**src/rtl/seq_pkg.sv**
```systemverilog
`default_nettype none
package seq_pkg;
	// register map, byte-wide registers on the plain register port
	localparam int              REG_ADDR_W     = 3;
	localparam logic [2:0]      OFS_PC_LOW     = 3'h0;
	localparam logic [2:0]      OFS_ACC        = 3'h1;
	localparam logic [2:0]      OFS_STATUS     = 3'h2;
	localparam logic [2:0]      OFS_DATA       = 3'h3;
	localparam logic [2:0]      OFS_CTRL       = 3'h4;
	localparam logic [2:0]      OFS_BANK       = 3'h5;
	// status and control fields
	localparam int              ST_W           = 4;
	localparam int              ST_C           = 0;
	localparam int              ST_AC          = 1;
	localparam int              ST_Z           = 2;
	localparam int              ST_OV          = 3;
	localparam int              CTRL_INT_EN    = 0;
	// reset values
	localparam logic [7:0]      RST_BYTE       = 8'h00;
	localparam logic [ST_W-1:0] RST_STATUS     = 4'h0;
	localparam logic [3:0]      RST_PHASE      = 4'h1;
	localparam int              RESET_ADDR     = 0;
	// instruction word layout
	localparam int              WORD_W         = 16;
	localparam int              OPC_HI         = 15;
	localparam int              OPC_LO         = 12;
	localparam int              ALU_HI         = 11;
	localparam int              ALU_LO         = 8;
	localparam int              IMM_HI         = 7;
	localparam int              TGT_HI         = 11;
	localparam int              TGT_LOW_MASK   = 'hfff;
	// phase positions in the one-hot phase vector
	localparam int              PH_FETCH       = 0;
	localparam int              PH_LAST        = 3;

	typedef enum logic [3:0] {
		OP_NOP, OP_JUMP, OP_CALL, OP_SUB_RETURN, OP_INT_RETURN, OP_ALU_ACC, OP_ALU_MEM,
		OP_INC_SKIP, OP_DEC_SKIP, OP_SKIP_ZERO, OP_SKIP_NZ, OP_EXT_ALU
	} opcode_t;

	typedef enum logic [3:0] {
		ALU_ADD, ALU_ADC, ALU_SUB, ALU_SBC, ALU_DAA, ALU_AND, ALU_OR, ALU_XOR,
		ALU_CPL, ALU_RR, ALU_RRC, ALU_RL, ALU_RLC, ALU_INC, ALU_DEC, ALU_MOV
	} alu_op_t;
endpackage
`default_nettype wire

```
**src/rtl/instruction_sequencer_stack.sv**
```systemverilog
// Behaviour
// [RULE1] four one-hot phases form one instruction cycle
// [RULE2] address advances, fetch in first phase
// [RULE3] fetch overlaps execution, one per cycle
// [RULE4] branches take two cycles
// [RULE5] extended ops two cycles, branches one more
// [RULE6] address increments unless control transfers
// [RULE7] 12/13-bit counter plus bank bits
// [RULE8] only low address byte software visible
// [RULE9] low byte write jumps in page, dummy cycle
// [RULE10] destinations load directly into address register
// [RULE11] true skip discards fetched word, dummy cycle
// [RULE12] return stack hidden from software
// [RULE13] call/interrupt push, both returns pop
// [RULE14] reset points stack at top
// [RULE15] full stack holds interrupt until a return
// [RULE16] call on full stack drops oldest entry
// [RULE17] stack depth parameter 8, 12 or 16
// [RULE18] 8-bit ALU through the accumulator
// [RULE19] ALU writes result and updates flags
// [RULE20] add/sub/daa/logic/rotate/inc/dec-skip supported
// [RULE21] reset starts at address zero
// [RULE22] low byte write keeps upper and bank bits
`default_nettype none
module instruction_sequencer_stack
	import seq_pkg::*;
#(
	parameter int PC_W        = 13,
	parameter int BANK_W      = 2,
	parameter int STACK_DEPTH = 8,
	parameter int INT_VECTOR  = 4
) (
	// clock and reset
	input  wire logic                   I_MCLK,
	input  wire logic                   I_RSTN,
	// program memory
	output logic [BANK_W+PC_W-1:0]      O_PROG_ADDR,
	input  wire logic [WORD_W-1:0]      I_PROG_WORD,
	// phases
	output logic [3:0]                  O_PHASE,
	// interrupt
	input  wire logic                   I_INT_REQ,
	output logic                        O_INT_ACK,
	// register port
	input  wire logic [REG_ADDR_W-1:0]  I_REG_ADDR,
	input  wire logic [7:0]             I_REG_WDATA,
	input  wire logic                   I_REG_WR,
	input  wire logic                   I_REG_RD,
	output logic [7:0]                  O_REG_RDATA
);
	// [RULE17] stack sized by the depth parameter
	localparam int                SP_W     = $clog2(STACK_DEPTH);
	localparam logic [PC_W-1:0]   pc_rst   = PC_W'(RESET_ADDR);
	localparam logic [PC_W-1:0]   int_vec  = PC_W'(INT_VECTOR);
	localparam logic [PC_W-1:0]   tgt_mask = PC_W'(TGT_LOW_MASK);
	localparam logic [PC_W-1:0]   pc_one   = PC_W'(1);
	localparam logic [SP_W:0]     full_cnt = (SP_W+1)'(STACK_DEPTH);
	localparam logic [SP_W-1:0]   last_idx = SP_W'(STACK_DEPTH - 1);

	logic [3:0]             phase_ff;
	logic [PC_W-1:0]        pc_ff;
	logic [PC_W-1:0]        nxt_pc;
	logic [BANK_W-1:0]      bank_ff;
	logic [WORD_W-1:0]      fetch_ff;
	logic [WORD_W-1:0]      ir_ff;
	logic                   ir_valid_ff;
	logic                   ext_done_ff;
	logic [7:0]             acc_ff;
	logic [7:0]             data_ff;
	logic [ST_W-1:0]        status_ff;
	logic                   int_en_ff;
	logic                   int_flag_ff;
	logic                   int_ack_ff;
	logic                   page_pend_ff;
	logic [7:0]             page_byte_ff;
	logic [7:0]             rdata_ff;
	logic [PC_W-1:0]        stack_ff [STACK_DEPTH];
	logic [SP_W-1:0]        top_ff;
	logic [SP_W:0]          count_ff;

	logic                   step;
	logic                   ext_stall;
	logic                   exec;
	opcode_t                op;
	alu_op_t                aop;
	logic [7:0]             alu_a;
	logic [7:0]             alu_b;
	logic [10:0]            alu_out;
	logic [7:0]             alu_res;
	logic                   alu_zero;
	logic                   wr_acc;
	logic                   wr_data;
	logic                   wr_flags;
	logic                   skip_take;
	logic                   do_jump;
	logic                   do_push;
	logic                   do_pop;
	logic                   int_take;
	logic                   flush;
	logic                   stack_full;
	logic [PC_W-1:0]        return_addr;
	logic [PC_W-1:0]        branch_tgt;

	// wrap-around stack index arithmetic for any depth
	function automatic logic [SP_W-1:0] idx_inc(input logic [SP_W-1:0] i);
		return (i == last_idx) ? '0 : i + SP_W'(1);
	endfunction

	function automatic logic [SP_W-1:0] idx_dec(input logic [SP_W-1:0] i);
		return (i == '0) ? last_idx : i - SP_W'(1);
	endfunction

	// returns {ov, ac, c, result}
	function automatic logic [10:0] alu_calc(input alu_op_t o, input logic [7:0] a,
			input logic [7:0] b, input logic cin, input logic acin);
		logic [8:0] s;
		logic [4:0] h;
		logic       cy;
		logic       c;
		logic       ac;
		logic       ov;
		logic [7:0] r;
		s  = '0;
		h  = '0;
		cy = 1'b0;
		c  = cin;
		ac = acin;
		ov = 1'b0;
		r  = a;
		case (o)
			ALU_ADD, ALU_ADC: begin
				cy = (o == ALU_ADC) ? cin : 1'b0;
				s  = {1'b0, a} + {1'b0, b} + {8'h00, cy};
				h  = {1'b0, a[3:0]} + {1'b0, b[3:0]} + {4'h0, cy};
				r  = s[7:0];
				c  = s[8];
				ac = h[4];
				ov = (a[7] == b[7]) && (r[7] != a[7]);
			end
			ALU_SUB, ALU_SBC: begin
				// carry set means no borrow
				cy = (o == ALU_SBC) ? cin : 1'b1;
				s  = {1'b0, a} + {1'b0, ~b} + {8'h00, cy};
				h  = {1'b0, a[3:0]} + {1'b0, ~b[3:0]} + {4'h0, cy};
				r  = s[7:0];
				c  = s[8];
				ac = h[4];
				ov = (a[7] != b[7]) && (r[7] != a[7]);
			end
			ALU_DAA: begin
				s = {1'b0, a};
				if ((a[3:0] > 4'h9) || acin) begin
					s = s + 9'h006;
				end
				if ((s[7:4] > 4'h9) || cin || s[8]) begin
					s = s + 9'h060;
				end
				r = s[7:0];
				c = s[8] | cin;
			end
			ALU_AND: r = a & b;
			ALU_OR:  r = a | b;
			ALU_XOR: r = a ^ b;
			ALU_CPL: r = ~a;
			ALU_RR:  r = {a[0], a[7:1]};
			ALU_RRC: begin
				r = {cin, a[7:1]};
				c = a[0];
			end
			ALU_RL:  r = {a[6:0], a[7]};
			ALU_RLC: begin
				r = {a[6:0], cin};
				c = a[7];
			end
			ALU_INC: r = a + 8'h01;
			ALU_DEC: r = a - 8'h01;
			ALU_MOV: r = b;
			default: r = a;
		endcase
		return {ov, ac, c, r};
	endfunction

	// [RULE1] phase sequencer
	always_ff @(posedge I_MCLK or negedge I_RSTN) begin
		if (!I_RSTN) begin
			phase_ff <= RST_PHASE;
		end else begin
			phase_ff <= {phase_ff[2:0], phase_ff[3]};
		end
	end

	assign step       = phase_ff[PH_LAST];
	assign op         = opcode_t'(ir_ff[OPC_HI:OPC_LO]);
	assign aop        = alu_op_t'(ir_ff[ALU_HI:ALU_LO]);
	assign stack_full = (count_ff == full_cnt);
	assign return_addr = stack_ff[idx_dec(top_ff)];
	assign branch_tgt  = (pc_ff & ~tgt_mask) | (PC_W'(ir_ff[TGT_HI:0]) & tgt_mask);

	// [RULE5] extended op holds one extra cycle
	assign ext_stall = ir_valid_ff && (op == OP_EXT_ALU) && !ext_done_ff;
	assign exec      = step && ir_valid_ff && !ext_stall;

	// [RULE18] operand routing through accumulator
	always_comb begin
		alu_a = acc_ff;
		alu_b = ir_ff[IMM_HI:0];
		case (op)
			OP_ALU_MEM: begin
				alu_a = data_ff;
				alu_b = acc_ff;
			end
			OP_INC_SKIP, OP_DEC_SKIP, OP_SKIP_ZERO, OP_SKIP_NZ: begin
				alu_a = data_ff;
			end
			default: begin
				alu_a = acc_ff;
			end
		endcase
	end

	// [RULE20] operation selection
	always_comb begin
		case (op)
			OP_INC_SKIP:             alu_out = alu_calc(ALU_INC, alu_a, alu_b,
				status_ff[ST_C], status_ff[ST_AC]);
			OP_DEC_SKIP:             alu_out = alu_calc(ALU_DEC, alu_a, alu_b,
				status_ff[ST_C], status_ff[ST_AC]);
			OP_SKIP_ZERO, OP_SKIP_NZ: alu_out = alu_calc(ALU_MOV, alu_a, alu_a,
				status_ff[ST_C], status_ff[ST_AC]);
			default:                 alu_out = alu_calc(aop, alu_a, alu_b,
				status_ff[ST_C], status_ff[ST_AC]);
		endcase
	end

	assign alu_res  = alu_out[7:0];
	assign alu_zero = (alu_res == 8'h00);

	// instruction decode
	always_comb begin
		wr_acc    = 1'b0;
		wr_data   = 1'b0;
		wr_flags  = 1'b0;
		skip_take = 1'b0;
		do_jump   = 1'b0;
		do_push   = 1'b0;
		do_pop    = 1'b0;
		if (exec) begin
			case (op)
				OP_ALU_ACC, OP_EXT_ALU: begin
					wr_acc   = 1'b1;
					wr_flags = 1'b1;
				end
				OP_ALU_MEM: begin
					wr_data  = 1'b1;
					wr_flags = 1'b1;
				end
				// [RULE20] increment or decrement and skip on zero
				OP_INC_SKIP, OP_DEC_SKIP: begin
					wr_data   = 1'b1;
					skip_take = alu_zero;
				end
				OP_SKIP_ZERO: skip_take = alu_zero;
				OP_SKIP_NZ:   skip_take = !alu_zero;
				OP_JUMP:      do_jump = 1'b1;
				// [RULE13] call pushes
				OP_CALL: begin
					do_jump = 1'b1;
					do_push = 1'b1;
				end
				// [RULE13] both returns pop
				OP_SUB_RETURN, OP_INT_RETURN: begin
					do_jump = 1'b1;
					do_pop  = 1'b1;
				end
				default: begin
					wr_acc = 1'b0;
				end
			endcase
		end
	end

	// [RULE15] no acknowledge while the stack is full
	assign int_take = step && int_flag_ff && int_en_ff && !stack_full && !ext_stall
		&& !do_jump && !skip_take && !page_pend_ff;

	// [RULE11] skip, branch, page jump or interrupt all drop the fetched word
	assign flush = do_jump || skip_take || int_take || (step && page_pend_ff && !ext_stall);

	// [RULE6] next program address
	always_comb begin
		nxt_pc = pc_ff + pc_one;
		if (ext_stall) begin
			nxt_pc = pc_ff;
		end else if (do_pop) begin
			nxt_pc = return_addr;
		end else if (do_jump) begin
			// [RULE10] direct load of destination
			nxt_pc = branch_tgt;
		end else if (page_pend_ff) begin
			// [RULE22] page jump keeps upper bits
			nxt_pc = {pc_ff[PC_W-1:8], page_byte_ff};
		end else if (int_take) begin
			nxt_pc = int_vec;
		end
	end

	// [RULE2] address update at start of first phase
	always_ff @(posedge I_MCLK or negedge I_RSTN) begin
		if (!I_RSTN) begin
			// [RULE21] start at address zero
			pc_ff <= pc_rst;
		end else if (step) begin
			pc_ff <= nxt_pc;
		end
	end

	// [RULE2] fetch during first phase
	always_ff @(posedge I_MCLK or negedge I_RSTN) begin
		if (!I_RSTN) begin
			fetch_ff <= '0;
		end else if (phase_ff[PH_FETCH]) begin
			fetch_ff <= I_PROG_WORD;
		end
	end

	// [RULE3] pipeline register, [RULE4] flushed word becomes a dummy cycle
	always_ff @(posedge I_MCLK or negedge I_RSTN) begin
		if (!I_RSTN) begin
			ir_ff       <= '0;
			ir_valid_ff <= 1'b0;
			ext_done_ff <= 1'b0;
		end else if (step) begin
			ext_done_ff <= ext_stall;
			if (!ext_stall) begin
				ir_ff       <= fetch_ff;
				ir_valid_ff <= !flush;
			end
		end
	end

	// [RULE12] stack storage, reachable by no register
	always_ff @(posedge I_MCLK) begin
		if (do_push || int_take) begin
			stack_ff[top_ff] <= pc_ff;
		end
	end

	// [RULE14] pointer at top after reset, [RULE16] oldest entry overwritten
	always_ff @(posedge I_MCLK or negedge I_RSTN) begin
		if (!I_RSTN) begin
			top_ff   <= '0;
			count_ff <= '0;
		end else if (do_push || int_take) begin
			top_ff <= idx_inc(top_ff);
			if (!stack_full) begin
				count_ff <= count_ff + (SP_W+1)'(1);
			end
		end else if (do_pop) begin
			top_ff <= idx_dec(top_ff);
			if (count_ff != '0) begin
				count_ff <= count_ff - (SP_W+1)'(1);
			end
		end
	end

	// [RULE15] request latched, set wins over acknowledge
	always_ff @(posedge I_MCLK or negedge I_RSTN) begin
		if (!I_RSTN) begin
			int_flag_ff <= 1'b0;
		end else if (I_INT_REQ) begin
			int_flag_ff <= 1'b1;
		end else if (int_take) begin
			int_flag_ff <= 1'b0;
		end
	end

	always_ff @(posedge I_MCLK or negedge I_RSTN) begin
		if (!I_RSTN) begin
			int_ack_ff <= 1'b0;
		end else begin
			int_ack_ff <= int_take;
		end
	end

	// interrupt enable: cleared on acknowledge, set by interrupt return
	always_ff @(posedge I_MCLK or negedge I_RSTN) begin
		if (!I_RSTN) begin
			int_en_ff <= 1'b0;
		end else if (int_take) begin
			int_en_ff <= 1'b0;
		end else if (do_pop && (op == OP_INT_RETURN)) begin
			int_en_ff <= 1'b1;
		end else if (I_REG_WR && (I_REG_ADDR == OFS_CTRL)) begin
			int_en_ff <= I_REG_WDATA[CTRL_INT_EN];
		end
	end

	// [RULE9] low byte write queues a page jump
	always_ff @(posedge I_MCLK or negedge I_RSTN) begin
		if (!I_RSTN) begin
			page_pend_ff <= 1'b0;
			page_byte_ff <= RST_BYTE;
		end else if (I_REG_WR && (I_REG_ADDR == OFS_PC_LOW)) begin
			page_pend_ff <= 1'b1;
			page_byte_ff <= I_REG_WDATA;
		end else if (step && !ext_stall) begin
			page_pend_ff <= 1'b0;
		end
	end

	// [RULE7] bank select bits above the counter
	always_ff @(posedge I_MCLK or negedge I_RSTN) begin
		if (!I_RSTN) begin
			bank_ff <= '0;
		end else if (I_REG_WR && (I_REG_ADDR == OFS_BANK)) begin
			bank_ff <= I_REG_WDATA[BANK_W-1:0];
		end
	end

	// [RULE19] result to accumulator
	always_ff @(posedge I_MCLK or negedge I_RSTN) begin
		if (!I_RSTN) begin
			acc_ff <= RST_BYTE;
		end else if (wr_acc) begin
			acc_ff <= alu_res;
		end else if (I_REG_WR && (I_REG_ADDR == OFS_ACC)) begin
			acc_ff <= I_REG_WDATA;
		end
	end

	// [RULE19] result to data register
	always_ff @(posedge I_MCLK or negedge I_RSTN) begin
		if (!I_RSTN) begin
			data_ff <= RST_BYTE;
		end else if (wr_data) begin
			data_ff <= alu_res;
		end else if (I_REG_WR && (I_REG_ADDR == OFS_DATA)) begin
			data_ff <= I_REG_WDATA;
		end
	end

	// [RULE19] flag update
	always_ff @(posedge I_MCLK or negedge I_RSTN) begin
		if (!I_RSTN) begin
			status_ff <= RST_STATUS;
		end else if (wr_flags) begin
			status_ff <= {alu_out[10], alu_zero, alu_out[9:8]};
		end else if (wr_data) begin
			status_ff[ST_Z] <= alu_zero;
		end else if (I_REG_WR && (I_REG_ADDR == OFS_STATUS)) begin
			status_ff <= I_REG_WDATA[ST_W-1:0];
		end
	end

	// [RULE8] read port, only the low address byte exposed
	always_ff @(posedge I_MCLK or negedge I_RSTN) begin
		if (!I_RSTN) begin
			rdata_ff <= RST_BYTE;
		end else if (I_REG_RD) begin
			case (I_REG_ADDR)
				OFS_PC_LOW: rdata_ff <= pc_ff[7:0];
				OFS_ACC:    rdata_ff <= acc_ff;
				OFS_STATUS: rdata_ff <= 8'(status_ff);
				OFS_DATA:   rdata_ff <= data_ff;
				OFS_CTRL:   rdata_ff <= 8'(int_en_ff);
				OFS_BANK:   rdata_ff <= 8'(bank_ff);
				default:    rdata_ff <= RST_BYTE;
			endcase
		end else begin
			rdata_ff <= RST_BYTE;
		end
	end

	// [RULE7] bank bits prepended to the program address
	assign O_PROG_ADDR = {bank_ff, pc_ff};
	assign O_PHASE     = phase_ff;
	assign O_INT_ACK   = int_ack_ff;
	assign O_REG_RDATA = rdata_ff;
endmodule
`default_nettype wire

```
**config.mk**
```make
export PLATFORM = sky130hd
export DESIGN_NAME = instruction_sequencer_stack
export DESIGN_NICKNAME = d
export VERILOG_FILES = /design/src/rtl/seq_pkg.sv /design/src/rtl/instruction_sequencer_stack.sv
export SDC_FILE = /design/constraint.sdc
export NUM_CORES = 1
export LEC_CHECK = 0
export BUFFER_PORTS_ARGS = -buffer_cell sky130_fd_sc_hd__buf_2
export CORE_ASPECT_RATIO = 1.2
export CORE_MARGIN = 2
export CORE_UTILIZATION = 55
export DETAILED_ROUTE_END_ITERATION = 7
export PLACE_DENSITY = 0.71
export SKIP_LAST_GASP = 1
export SLEW_MARGIN = 25
export SYNTH_ARGS = -nofsm -noshare
export SYNTH_HDL_FRONTEND = slang
export SYNTH_SLANG_ARGS = --single-unit
```
**constraint.sdc**
```tcl
create_clock -name I_MCLK -period 7.1 [get_ports I_MCLK]
set_input_delay 1.42 -clock I_MCLK [delete_from_list [all_inputs] [get_ports I_MCLK]]
set_output_delay 1.42 -clock I_MCLK [all_outputs]
set_load 0.02 [all_outputs]
```
==> impl_metrics.prom <==
# TYPE chip_impl_metric gauge
chip_impl_metric{name="setup-tns-final",unit="ns"} 0
chip_impl_metric{name="die-height",unit="um"} 170
chip_impl_metric{name="static-leakage-power",unit="nW"} 5.11
chip_impl_metric{name="buffer_ports.inserted",unit=""} 59
chip_impl_metric{name="worst_ir_drop_vdd",unit="mV"} 0.125
chip_impl_info{name="clk_root_buffer_cell",value="sky130_fd_sc_hd__clkbuf_16"} 1
chip_impl_metric{name="count_of_max_cap_constraint_violations",unit=""} 0
chip_impl_info{name="worst_hold_path_type",value="reg2reg"} 1
chip_impl_metric{name="floorplan.die_area",unit="mm2"} 0.0243
chip_impl_metric{name="synthToLayoutAreaGrowth",unit="%"} 9.64
chip_impl_metric{name="synth_cell_types",unit=""} 107
chip_impl_metric{name="place.detailed.hpwl",unit="um"} 26700
chip_impl_metric{name="layout_worst_path_cycle_share",unit=""} 0.901
chip_impl_info{name="path_cells",value="nor4bb_2 > buf_4 > mux2i_1 > inv_1 > fa_1 > fa_1 > o21bai_1 > a21oi_1 > xnor2_1 > nor2_1 > a221oi_1 > a31oi_1 > a2111oi_1 > buf_4 > and4_4 > a311oi_1 > nor3b_4 > xor2_1 > ha_1 > or4_1 > o21a_1 > o32ai_1"} 1
chip_impl_info{name="setup_repair_after_global_routing_missed_its_margin",value="false"} 1
chip_impl_metric{name="row_count",unit=""} 60
chip_impl_metric{name="peak_per_stage_delay_on_the_critical_path",unit="ns"} 0.63
chip_impl_metric{name="post_cts_resized",unit=""} 0
chip_impl_info{name="run_status",value="finished clean"} 1
chip_impl_metric{name="fin_nets",unit=""} 1279
chip_impl_metric{name="cts_max_path_buffers",unit=""} 3
chip_impl_metric{name="average_routed_wire_per_standard_cell",unit="um"} 24.4
chip_impl_metric{name="timing.slew.headroom",unit=""} 0.382
chip_impl_metric{name="critPathMaxFanout",unit=""} 26
chip_impl_metric{name="core",unit="mm2"} 0.0225
chip_impl_metric{name="vias",unit=""} 10000
chip_impl_metric{name="synth_area_per_cell",unit="um2"} 10.8
chip_impl_metric{name="final_weighted_congestion_in_routability_driven_placement",unit=""} 1.02
chip_impl_metric{name="finalCriticalPeriod",unit="ns"} 6.39
chip_impl_metric{name="count_of_hold_fix_buffers_inserted_at_cts",unit=""} 0
chip_impl_metric{name="wirelength",unit="um"} 36700
chip_impl_metric{name="total_power",unit="W"} 0.00301
chip_impl_metric{name="pwr_cell_area",unit="mW/mm2"} 217
chip_impl_metric{name="layout_cells_sized_above_1",unit=""} 0.204
chip_impl_info{name="cp_top_family",value="compound AO/OA/AOI/OAI gates"} 1
chip_impl_metric{name="tightest_slew",unit="ns"} 0.927
chip_impl_metric{name="synthDominantCellAreaShare",unit=""} 0.246
chip_impl_metric{name="drt_first_iter_violations",unit=""} 928
chip_impl_info{name="critical_path.startpoint_type",value="flip-flop"} 1
chip_impl_metric{name="grt_start_max_net_pins",unit=""} 73
chip_impl_metric{name="grt_antenna_before_repair",unit=""} 0
chip_impl_metric{name="grt_pass1_vias",unit=""} 9566
chip_impl_metric{name="tritoncts_buffer_count",unit=""} 20
chip_impl_metric{name="clk-insertion-delay-late",unit="ns"} 0.50
chip_impl_metric{name="async_flop_share",unit=""} 0.490
chip_impl_metric{name="floorplan.die.width",unit="um"} 143
chip_impl_metric{name="dr.pass1.iters",unit=""} 5
chip_impl_info{name="synth_most_common_cell",value="sky130_fd_sc_hd__nand2_1"} 1
chip_impl_metric{name="syn_area",unit="mm2"} 0.0127
chip_impl_metric{name="post_cts.repair.setup_buffers",unit=""} 0
chip_impl_metric{name="detail-route-antenna-nets",unit=""} 0
chip_impl_metric{name="fillcell_total",unit=""} 1832
chip_impl_metric{name="worst-path-buf-inv",unit=""} 3
chip_impl_metric{name="cp_data_required_time",unit="ns"} 7.50
chip_impl_metric{name="synth-edff-count",unit=""} 104
chip_impl_metric{name="finalMaxSlewViolations",unit=""} 0
chip_impl_info{name="synth.cells.most_frequent",value="105 x sky130_fd_sc_hd__nand2_1, 104 x sky130_fd_sc_hd__edfxtp_1, 99 x sky130_fd_sc_hd__dfrtp_1"} 1
chip_impl_metric{name="initial_util",unit=""} 0.563
chip_impl_info{name="worst-setup-path-type",value="reg2reg"} 1
chip_impl_metric{name="global_route_wire_length_before_repair",unit="um"} 56500
chip_impl_info{name="yosysTopAreaCell",value="sky130_fd_sc_hd__edfxtp_1"} 1
chip_impl_metric{name="timing.critical_path.arrival",unit="ns"} 6.79
chip_impl_metric{name="drc",unit=""} 0
chip_impl_metric{name="achievable-frequency",unit="MHz"} 156
chip_impl_metric{name="clock_tree.htree_level_count",unit=""} 1
chip_impl_metric{name="yosysWarningCount",unit=""} 0
chip_impl_info{name="ys_flop_type",value="sky130_fd_sc_hd__edfxtp_1"} 1
chip_impl_metric{name="cts.sinks",unit=""} 204
chip_impl_info{name="cts_tree",value="yes"} 1
chip_impl_metric{name="synth-seq-area-share",unit=""} 0.444
chip_impl_metric{name="grt_overflow_total",unit=""} 0
chip_impl_metric{name="grt_use_total",unit=""} 0.305
chip_impl_metric{name="via_per_inst",unit=""} 6.67
chip_impl_metric{name="syn_nets",unit=""} 1243
chip_impl_metric{name="finalHoldViolations",unit=""} 0
chip_impl_metric{name="insertedDiodeCount",unit=""} 0
chip_impl_metric{name="postSynthCellCount",unit=""} 1173
chip_impl_metric{name="yosys_register_bits",unit=""} 204
chip_impl_metric{name="cts.reportedPaths.clkPinSlew",unit="ns"} 0.06
chip_impl_info{name="highest_delay_cell_along_the_critical_path",value="sky130_fd_sc_hd__dfrtp_1"} 1
chip_impl_info{name="timing.critical_path.to_type",value="flip-flop"} 1
chip_impl_metric{name="timing.clock.skew",unit="ns"} 0.0132
chip_impl_info{name="synth.area.top_cells",value="sky130_fd_sc_hd__edfxtp_1 25%, sky130_fd_sc_hd__dfrtp_1 20%, sky130_fd_sc_hd__mux4_2 5.1%"} 1
chip_impl_metric{name="setup_violations_final",unit=""} 0
chip_impl_metric{name="io_pins",unit=""} 60
## path summary, 6_finish.rpt
check,from,endpoint,slack (ns),cells past startpoint
max,ir_ff[15],count_ff[2],0.71,22
min,O_PHASE[1],O_PHASE[2],0.37,0
max reg2reg,ir_ff[15],count_ff[2],0.71,22
min reg2reg,O_PHASE[1],O_PHASE[2],0.37,0
max in group asynchronous,I_RSTN,ir_ff[8],5.24,2
min in group asynchronous,I_RSTN,data_ff[4],0.84,1
## layout make-up
class,instances,area (um2),area share
timing repair buffer,95,584,0.0420
inverter,44,170,0.0122
clock inverter,8,101,0.00729
sequential,204,5630,0.405
multi-input combinational,844,6510,0.468
clock buffer,28,564,0.0406
tap,279,349,0.0251
## state kept, by name (all words and copies together) (netlist names), 3 cells and up
signal	cells
stack_ff	104
fetch_ff	16
ir_ff	16
pc_ff	13
O_REG_RDATA	8
acc_ff	8
data_ff	8
page_byte_ff	8
O_PHASE	4
count_ff	4
status_ff	4
top_ff	3
## through the flow
stage	instances	utilization	hold WS, ns	setup slack [ns]	instance area [um2]
4_1_cts	1502	0.617	0.372	0.816	13900
3_3_place_gp	1465	0.587	0.353	0.917	13200
5_1_grt	1502	0.618	0.376	0.232	13900
6_report	1502	0.618	0.371	0.705	13900
2_1_floorplan	1173	-	0.435	0.917	12700
3_5_place_dp	1466	0.588	0.362	0.806	13200
## cell families after synthesis
logic type,count (synthesis),share of synthesized area
compound gates,278,0.157
mux,103,0.115
xor+xnor,29,0.0200
fa+ha+maj,39,0.0406
flops,204,0.444
buf+inv,125,0.0496
simple gates,395,0.174
## cells in the final DEF (no fill, tap or decap), drive strengths merged, types with 37 or more instances in the layout
| master | instances |
|---|---|
| inv | 40 |
| dfrtp | 99 |
| a21oi | 64 |
| nor2 | 71 |
| mux2 | 37 |
| edfxtp | 104 |
| o21ai | 49 |
| nand2 | 107 |
| buf | 95 |
| mux2i | 37 |
## routing by layer
layer  vias to the layer above  GRT usage  routed length, um
met4                         0      0.145               1730
met5                         -          0                  0
met1                      4970      0.388              14300
met3                        99     0.0295               2010
li1                       4523          -                  -
met2                       430      0.525              18600
## power breakdown
group	internal, W	switching (W)
Combinational	0.000230	0.000364
Sequential	0.00127	0.0000727
Clock	0.000633	0.000439
(Power assumes the default switching activity.)
